[src/design/rbs_pkg.sv]
/*
 holds constants and carrier types for the reset, boot and clock startup
 sequencer. assumes a single 200 MHz clock domain.
*/
package rbs_pkg;

   // ==========================================================
   // timing
   // ==========================================================
   localparam int unsigned CLK_PERIOD_PS   = 5000;
   localparam int unsigned LOCK_WAIT_REFCK = 4096;  // reference cycles
   localparam int unsigned LOCK_CNT_W      = 13;

   // ==========================================================
   // strap encodings
   // ==========================================================
   localparam logic [1:0] RATIO_CODE_3    = 2'h0;
   localparam logic [1:0] RATIO_CODE_16   = 2'h1;
   localparam logic [1:0] RATIO_CODE_8    = 2'h2;
   localparam logic [1:0] BOOT_CODE_SLV   = 2'h0;
   localparam logic [1:0] BOOT_CODE_MST   = 2'h1;
   localparam logic [1:0] BOOT_CODE_EPROM = 2'h2;

   localparam logic [4:0] RATIO_VAL_3     = 5'h03;
   localparam logic [4:0] RATIO_VAL_16    = 5'h10;
   localparam logic [4:0] RATIO_VAL_8     = 5'h08;
   localparam logic [4:0] RATIO_VAL_NONE  = 5'h00;

   // ==========================================================
   // register port: offsets and layout
   // ==========================================================
   localparam logic [3:0] REG_PLL_CTRL    = 4'h0;  // power_pll_control
   localparam logic [3:0] REG_STATUS      = 4'h4;
   localparam logic [3:0] REG_VECTOR      = 4'h8;
   localparam int unsigned MULT_LSB       = 0;
   localparam int unsigned DIV_LSB        = 8;
   localparam logic [31:0] PLL_CTRL_RST   = 32'h0000_0000;
   localparam logic [31:0] RESET_VECTOR   = 32'h0008_0000;  // arbitrary

   // ==========================================================
   // types
   // ==========================================================
   typedef enum logic [1:0] {
      BOOT_SPI_SLAVE,
      BOOT_SPI_MASTER,
      BOOT_PAR_EPROM,
      BOOT_RESERVED
   } rbs_boot_t;

   typedef struct packed {
      logic [4:0] ratio;        // core:reference multiple, 0 reserved
      logic       ratio_bad;
      rbs_boot_t  boot;
   } rbs_cfg_t;

   typedef struct packed {
      logic [7:0] mult;
      logic [7:0] div;
      logic       valid;        // pulse when software rewrites
   } rbs_pll_t;

endpackage

[src/design/rbs_startup.sv]
/*
 holds the startup sequencer: strap capture, lock wait, core reset output,
 start of execution and the pll control register on a plain port.
 assumes straps and the reset pin are asynchronous to clk_in, and that
 a reference enable pulse marks each reference clock period.
*/
// What the block, the board and software do at startup
// ratio straps decode 3:1, 16:1, 8:1, reserved
// ratio straps only set the startup frequency
// software rewrites pll mult/div after reset
// core reset is driven out on a pin
// wait 4096 reference cycles after reset release
// then fetch starts at the reset vector
// board holds reset low during power-up
// boot straps decode slave, master, eprom, reserved
// board pulses or holds test clock low
// test reset low resets the test machine
// board keeps boot straps valid through reset
// core reset held until lock wait ends
// straps sampled only while reset asserted
`timescale 1ns/1ps
module rbs_startup
   import rbs_pkg::*;
#(
   parameter int unsigned LOCK_WAIT = LOCK_WAIT_REFCK
) (
   // clock and reset
   input  wire logic        clk_in,
   input  wire logic        sys_rst_in,
   input  wire logic        ref_tick_in,
   // pins from the board
   input  wire logic        reset_pin_n_in,
   input  wire logic [1:0]  core_ratio_select_in,
   input  wire logic [1:0]  boot_source_select_in,
   input  wire logic        test_reset_n_in,
   // pins to the board
   output logic             core_reset_output_n_out,
   // core side
   output logic             core_run_out,
   output logic             fetch_start_out,
   output logic [31:0]      fetch_addr_out,
   output rbs_cfg_t         cfg_out,
   output rbs_pll_t         pll_out,
   output logic             test_sm_reset_out,
   // register port
   input  wire logic [3:0]  reg_addr_in,
   input  wire logic [31:0] reg_wdata_in,
   input  wire logic        reg_wr_in,
   input  wire logic        reg_rd_in,
   output logic [31:0]      reg_rdata_out
);

   // ==========================================================
   // pin synchronisers
   // ==========================================================
   logic [1:0] rst_sync;
   logic [1:0] trst_sync;
   logic [1:0] ratio_s1, ratio_s2;
   logic [1:0] boot_s1, boot_s2;

   // two flops each; only the second stage is read
   always_ff @(posedge clk_in or posedge sys_rst_in) begin
      if (sys_rst_in) begin
         rst_sync  <= 2'h0;
         trst_sync <= 2'h0;
         ratio_s1  <= 2'h0;
         ratio_s2  <= 2'h0;
         boot_s1   <= 2'h0;
         boot_s2   <= 2'h0;
      end else begin
         rst_sync  <= {rst_sync[0], reset_pin_n_in};
         trst_sync <= {trst_sync[0], test_reset_n_in};
         ratio_s1  <= core_ratio_select_in;
         ratio_s2  <= ratio_s1;
         boot_s1   <= boot_source_select_in;
         boot_s2   <= boot_s1;
      end
   end

   logic pin_rst;
   assign pin_rst = ~rst_sync[1];

   // ==========================================================
   // sequencer
   // ==========================================================
   typedef enum logic [1:0] {
      ST_RESET,
      ST_LOCK,
      ST_RUN
   } rbs_state_t;

   rbs_state_t             state, next_state;
   logic [LOCK_CNT_W-1:0]  lock_cnt;
   logic                   lock_done;

   assign lock_done = ref_tick_in &&
      (lock_cnt == LOCK_CNT_W'(LOCK_WAIT - 1));

   // next-state choice; pin reset always returns to the start
   always_comb begin
      next_state = state;
      case (state)
         ST_RESET: begin
            if (!pin_rst) begin
               next_state = ST_LOCK;
            end
         end
         ST_LOCK: begin
            if (pin_rst) begin
               next_state = ST_RESET;
            end else if (lock_done) begin
               next_state = ST_RUN;
            end
         end
         ST_RUN: begin
            if (pin_rst) begin
               next_state = ST_RESET;
            end
         end
         default: next_state = ST_RESET;
      endcase
   end

   always_ff @(posedge clk_in or posedge sys_rst_in) begin
      if (sys_rst_in) begin
         state <= ST_RESET;
      end else begin
         state <= next_state;
      end
   end

   // counts reference periods, not fast clocks, during the lock wait
   always_ff @(posedge clk_in or posedge sys_rst_in) begin
      if (sys_rst_in) begin
         lock_cnt <= '0;
      end else if (state != ST_LOCK) begin
         lock_cnt <= '0;
      end else if (ref_tick_in) begin
         lock_cnt <= lock_cnt + LOCK_CNT_W'(1);
      end
   end

   // ==========================================================
   // strap capture
   // ==========================================================
   // sampled only in reset so later pin wiggles cannot retune the core
   always_ff @(posedge clk_in or posedge sys_rst_in) begin
      if (sys_rst_in) begin
         cfg_out <= '{ratio: RATIO_VAL_3, ratio_bad: 1'b0,
                      boot: BOOT_SPI_SLAVE};
      end else if (state == ST_RESET) begin
         case (ratio_s2)
            RATIO_CODE_3: begin
               cfg_out.ratio     <= RATIO_VAL_3;
               cfg_out.ratio_bad <= 1'b0;
            end
            RATIO_CODE_16: begin
               cfg_out.ratio     <= RATIO_VAL_16;
               cfg_out.ratio_bad <= 1'b0;
            end
            RATIO_CODE_8: begin
               cfg_out.ratio     <= RATIO_VAL_8;
               cfg_out.ratio_bad <= 1'b0;
            end
            default: begin
               cfg_out.ratio     <= RATIO_VAL_NONE;
               cfg_out.ratio_bad <= 1'b1;
            end
         endcase
         case (boot_s2)
            BOOT_CODE_SLV:   cfg_out.boot <= BOOT_SPI_SLAVE;
            BOOT_CODE_MST:   cfg_out.boot <= BOOT_SPI_MASTER;
            BOOT_CODE_EPROM: cfg_out.boot <= BOOT_PAR_EPROM;
            default:         cfg_out.boot <= BOOT_RESERVED;
         endcase
      end
   end

   // ==========================================================
   // pll control register
   // ==========================================================
   logic wr_pll;
   assign wr_pll = reg_wr_in && (reg_addr_in == REG_PLL_CTRL);

   // strap ratio seeds it in reset; software owns it once running
   always_ff @(posedge clk_in or posedge sys_rst_in) begin
      if (sys_rst_in) begin
         pll_out <= '0;
      end else if (state == ST_RESET) begin
         pll_out.mult  <= {3'h0, cfg_out.ratio};
         pll_out.div   <= 8'h01;
         pll_out.valid <= 1'b0;
      end else if (wr_pll && state == ST_RUN) begin
         pll_out.mult  <= reg_wdata_in[MULT_LSB +: 8];
         pll_out.div   <= reg_wdata_in[DIV_LSB +: 8];
         pll_out.valid <= 1'b1;
      end else begin
         pll_out.valid <= 1'b0;
      end
   end

   // ==========================================================
   // outputs
   // ==========================================================
   // core reset and run flip together at the end of the wait
   always_ff @(posedge clk_in or posedge sys_rst_in) begin
      if (sys_rst_in) begin
         core_reset_output_n_out <= 1'b0;
         core_run_out            <= 1'b0;
         fetch_start_out         <= 1'b0;
         fetch_addr_out          <= '0;
      end else begin
         core_reset_output_n_out <= (next_state == ST_RUN);
         core_run_out            <= (next_state == ST_RUN);
         fetch_start_out <= (state == ST_LOCK) && (next_state == ST_RUN);
         if ((state == ST_LOCK) && (next_state == ST_RUN)) begin
            fetch_addr_out <= RESET_VECTOR;
         end
      end
   end

   // test machine held in reset while its pin is low
   assign test_sm_reset_out = ~trst_sync[1];

   // read data one cycle after the strobe, zero when idle or unmapped
   always_ff @(posedge clk_in or posedge sys_rst_in) begin
      if (sys_rst_in) begin
         reg_rdata_out <= '0;
      end else if (reg_rd_in) begin
         case (reg_addr_in)
            REG_PLL_CTRL: reg_rdata_out <= {16'h0, pll_out.div,
                                            pll_out.mult};
            REG_STATUS:   reg_rdata_out <= {23'h0, core_run_out,
                                            cfg_out.ratio_bad,
                                            cfg_out.ratio,
                                            cfg_out.boot};
            REG_VECTOR:   reg_rdata_out <= RESET_VECTOR;
            default:      reg_rdata_out <= '0;
         endcase
      end else begin
         reg_rdata_out <= '0;
      end
   end

endmodule

[config.mk]
export PLATFORM = sky130hd
export DESIGN_NAME = rbs_startup
export DESIGN_NICKNAME = d
export VERILOG_FILES = /design/src/design/rbs_pkg.sv /design/src/design/rbs_startup.sv
export SDC_FILE = /design/constraint.sdc
export NUM_CORES = 1
export LEC_CHECK = 0
export BUFFER_PORTS_ARGS = -buffer_cell sky130_fd_sc_hd__buf_2
export CAP_MARGIN = 20
export CORE_UTILIZATION = 51
export DETAILED_ROUTE_END_ITERATION = 8
export MAX_ROUTING_LAYER = met4
export PLACE_DENSITY = 0.95
export SYNTH_ARGS = -nofsm -noshare
export SYNTH_HDL_FRONTEND = slang
export SYNTH_SLANG_ARGS = --single-unit
[constraint.sdc]
create_clock -name clk_in -period 3 [get_ports clk_in]
set_input_delay 0.15 -clock clk_in [delete_from_list [all_inputs] [get_ports clk_in]]
set_output_delay 0.15 -clock clk_in [all_outputs]
set_load 0.05 [all_outputs]
==> key figures <==
Status
  • Run status: complete, no violations

Detailed routing
  • Drt wl/cell: 15.1 um
  • Initial DRT Pass Iterations: 4
  • Vias after detailed routing: 2,441
  • Initial drt markers: 169
  • Via density: 5.34
  • Final WL: 6.89 mm
  • Final ANT Viol Nets: 0
  • Drc violations: 0

Cells and area
  • Share of layout cells above drive strength 1: 28.0%
  • FF+latch area: 0.00175 mm^2
  • ANT cells: 0
  • Commonest non-fill, non-tap cells in the layout: buf_2, dfrtp_1, conb_1
  • Area growth syn-to-layout: 16.9%
  • Commonest non-fill, non-tap cell in the layout: buf_2
  • # fillers: 425
  • Area of the multi-input gates: 0.00111 mm^2
  • Nets@finish: 425

Worst setup path
  • Worst EP required: 3.19 ns
  • Worst path arrival time: 2.19 ns
  • Kind of critical path: flip-flop to flip-flop
  • Worst setup SP type: flip-flop
  • Worst Setup End Kind: flip-flop
  • Worst-path fanout max: 16

Clock tree
  • Clock root cell: clkbuf_8
  • Worst-path clk slew: 0.08 ns
  • CTS sink cnt: 70
  • # H-tree levels: 3
  • Post_cts resized: 0
  • Clk buf depth: 2
  • Worst skew pair latency: 0.34 ns
  • TritonCTS clock tree: yes
  • CTS buffer count: 9
  • # hold bufs at CTS: 6
  • Post-CTS setup buffer count: 0

Power and ir drop
  • Power density cells: 568 mW/mm^2
  • Leakage dissipation: 1.90 nW
  • Peak VDD IR: 0.296 mV

Synth
  • Cells after synthesis: 293
  • Post-Synth Adder-Cell Area: 0.397%
  • Mux share of post-synthesis cell area: 0.636%
  • Number of enable flip-flop cells after synthesis: 0
  • Seq/Total Area, Yosys: 55.7%
  • Synth Area in Compound Gates: 9.14%
  • Synthesized flop and latch total: 70
  • Synth cell types: 44
  • Dominant synthesized flop cell: dfrtp_1
  • Largest family of logic cells by synthesized area: simple AND/OR/NAND/NOR gates
  • Netlist Area Pre-Place: 0.00315 mm^2
  • Post-Synth XOR/XNOR Area: 0.834%
  • Ys Warns: 0
  • Synthesized area per cell: 10.7 um^2
  • Synth Area in Simple Gates: 18.5%
  • Asr flop ratio synth: 100%

Placement
  • Post-DP HPWL: 4.76 mm
  • Gpl congestion: 0.800
  • Pre-CTS setup slack: 1.04 ns
  • Port-buffer cells: 76

Timing
  • Setup Skew: 0.00955 ns
  • Min Tclk post-route: 2.00 ns
  • Worst-Margin Slew: 0.823 ns
  • Setup TNS: 0 ns
  • Worst setup margin: 0.995 ns
  • Max Freq: 499 MHz
  • Unrepaired setup endpoints after global routing: no
  • Max-slew headroom: 45.0%
  • Final setup vio count: 0
  • Final Max Tran Viols: 0
  • Final Cycle Share: 66.8%
  • Hold Vio Cnt, Final: 0

Floorplan
  • IO Pins: 140
  • Die H: 80.6 um
  • Die footprint: 0.00649 mm^2
  • Initial cell density of the core: 52.9%
  • Core area: 0.00596 mm^2
  • Rows: 28
  • Die width: 80.6 um

GRT
  • Vias in the first global route: 2,203
  • Largest net degree at the start of global routing: 57
  • Initial antenna violation count: 0
  • Total global routing track utilization: 22.6%
  • First-pass GRT wire length: 10.6 mm
  • GRT overflow: 0

Job
  • Max Cap Viol: 0

Hold path
  • Hold/Removal Path Class: primary input to flip-flop
## where the power goes
group / internal [mW] / leakage, nW / total, mW / switching, mW
clock network: 0.465 / 0.107 / 0.806 / 0.341
registers: 0.968 / 0.928 / 0.990 / 0.0216
logic: 0.0517 / 0.862 / 0.296 / 0.244
total: 1.48 / 1.90 / 2.09 / 0.606
## final timing paths
check / startpoint / endpoint / slack [ns] / cells after the start
setup / recovery: state[0] / pll_out[15] / 1.0 / 3
hold / removal: reg_wdata_in[13] / pll_out[6] / 0.04 / 3
setup reg to reg: state[0] / pll_out[15] / 1.0 / 3
hold reg to reg: ratio_s1[1] / ratio_s2[1] / 0.35 / 0
max in group asynchronous: sys_rst_in / state[0] / 2.00 / 5
min in group asynchronous: sys_rst_in / pll_out[7] / 0.28 / 3
## metal layers
layer  track usage (%)  wire length (um)
met5                 -                 0
met4              12.5               248
met3              6.36               699
met2              37.5              3490
met1              24.4              2450
## synthesized netlist by cell type, types with 2 or more instances
| library cell | number | area [um^2] |
|---|---|---|
| a21oi_1 | 11 | 55.1 |
| a221o_1 | 3 | 30.0 |
| a22oi_1 | 6 | 45.0 |
| a31o_2 | 2 | 17.5 |
| and2_1 | 10 | 62.6 |
| buf_2 | 2 | 10.0 |
| buf_4 | 49 | 368 |
| buf_6 | 4 | 45.0 |
| clkbuf_1 | 5 | 18.8 |
| dfrtp_1 | 69 | 1730 |
| inv_1 | 6 | 22.5 |
| mux2i_1 | 2 | 20.0 |
| nand2_1 | 36 | 135 |
| nand3_1 | 18 | 90.1 |
| nand3b_1 | 2 | 15.0 |
| nand4_1 | 3 | 18.8 |
| nor2_1 | 11 | 41.3 |
| nor4_2 | 2 | 25.0 |
| o211ai_1 | 2 | 15.0 |
| o21ai_0 | 14 | 70.1 |
| o31ai_1 | 5 | 37.5 |
| or2_2 | 2 | 12.5 |
| or3_1 | 4 | 25.0 |
| or4_1 | 4 | 30.0 |
| xor2_1 | 2 | 17.5 |
## flip-flops by register name, indices dropped and copies added, names as in the netlist
name,cells
lock_cnt,13
boot_s1,2
boot_s2,2
fetch_addr_out,1
reg_rdata_out,17
state,2
trst_sync,2
fetch_start_out,1
rst_sync,2
pll_out,17
ratio_s1,2
ratio_s2,2
cfg_out,6
core_run_out,1
## stage by stage
| step | std cells | area (um^2) | total power [mW] | hold slack, ns | util [%] |
|---|---|---|---|---|---|
| 4_1_cts | 455 | 3650 | 2.08 | 0.0361 | 61.3 |
| 2_1_floorplan | 339 | 3320 | 1.28 | 0.181 | - |
| 3_5_place_dp | 433 | 3390 | 1.29 | 0.260 | 56.8 |
| 3_3_place_gp | 433 | 3390 | 1.28 | 0.258 | 56.8 |
| 5_1_grt | 457 | 3680 | 2.16 | 0.0381 | 61.8 |
| 6_report | 457 | 3680 | 2.09 | 0.0384 | 61.8 |
## area by class of cell
| class | instances | area share (%) |
|---|---|---|
| repair buffers | 87 | 13.4 |
| inverters | 6 | 0.612 |
| clock buffers | 11 | 3.57 |
| multi-input cells | 203 | 30.2 |
| well taps | 75 | 2.55 |
| clock inverters | 5 | 2.04 |
| flip-flops and latches | 70 | 47.6 |
## kinds of logic (layout without fill, tap and decap cells)
group | count (synthesis) | in the layout
AND/OR/NAND/NOR | 105 | 105
flip-flops | 70 | 70
buffers and inverters | 66 | 109
AO/OA/AOI/OAI | 45 | 45
XOR/XNOR | 3 | 3
multiplexers | 2 | 2
adder cells (fa/ha/maj) | 1 | 1
other | 1 | 47
## worst max-delay path, cell delays in order (launching register included)
cell     delay (ns)
dfrtp_1        0.44
and3b_1        0.65
and2_1         0.56
o21ai_0        0.21
(Power assumes the default switching activity.)
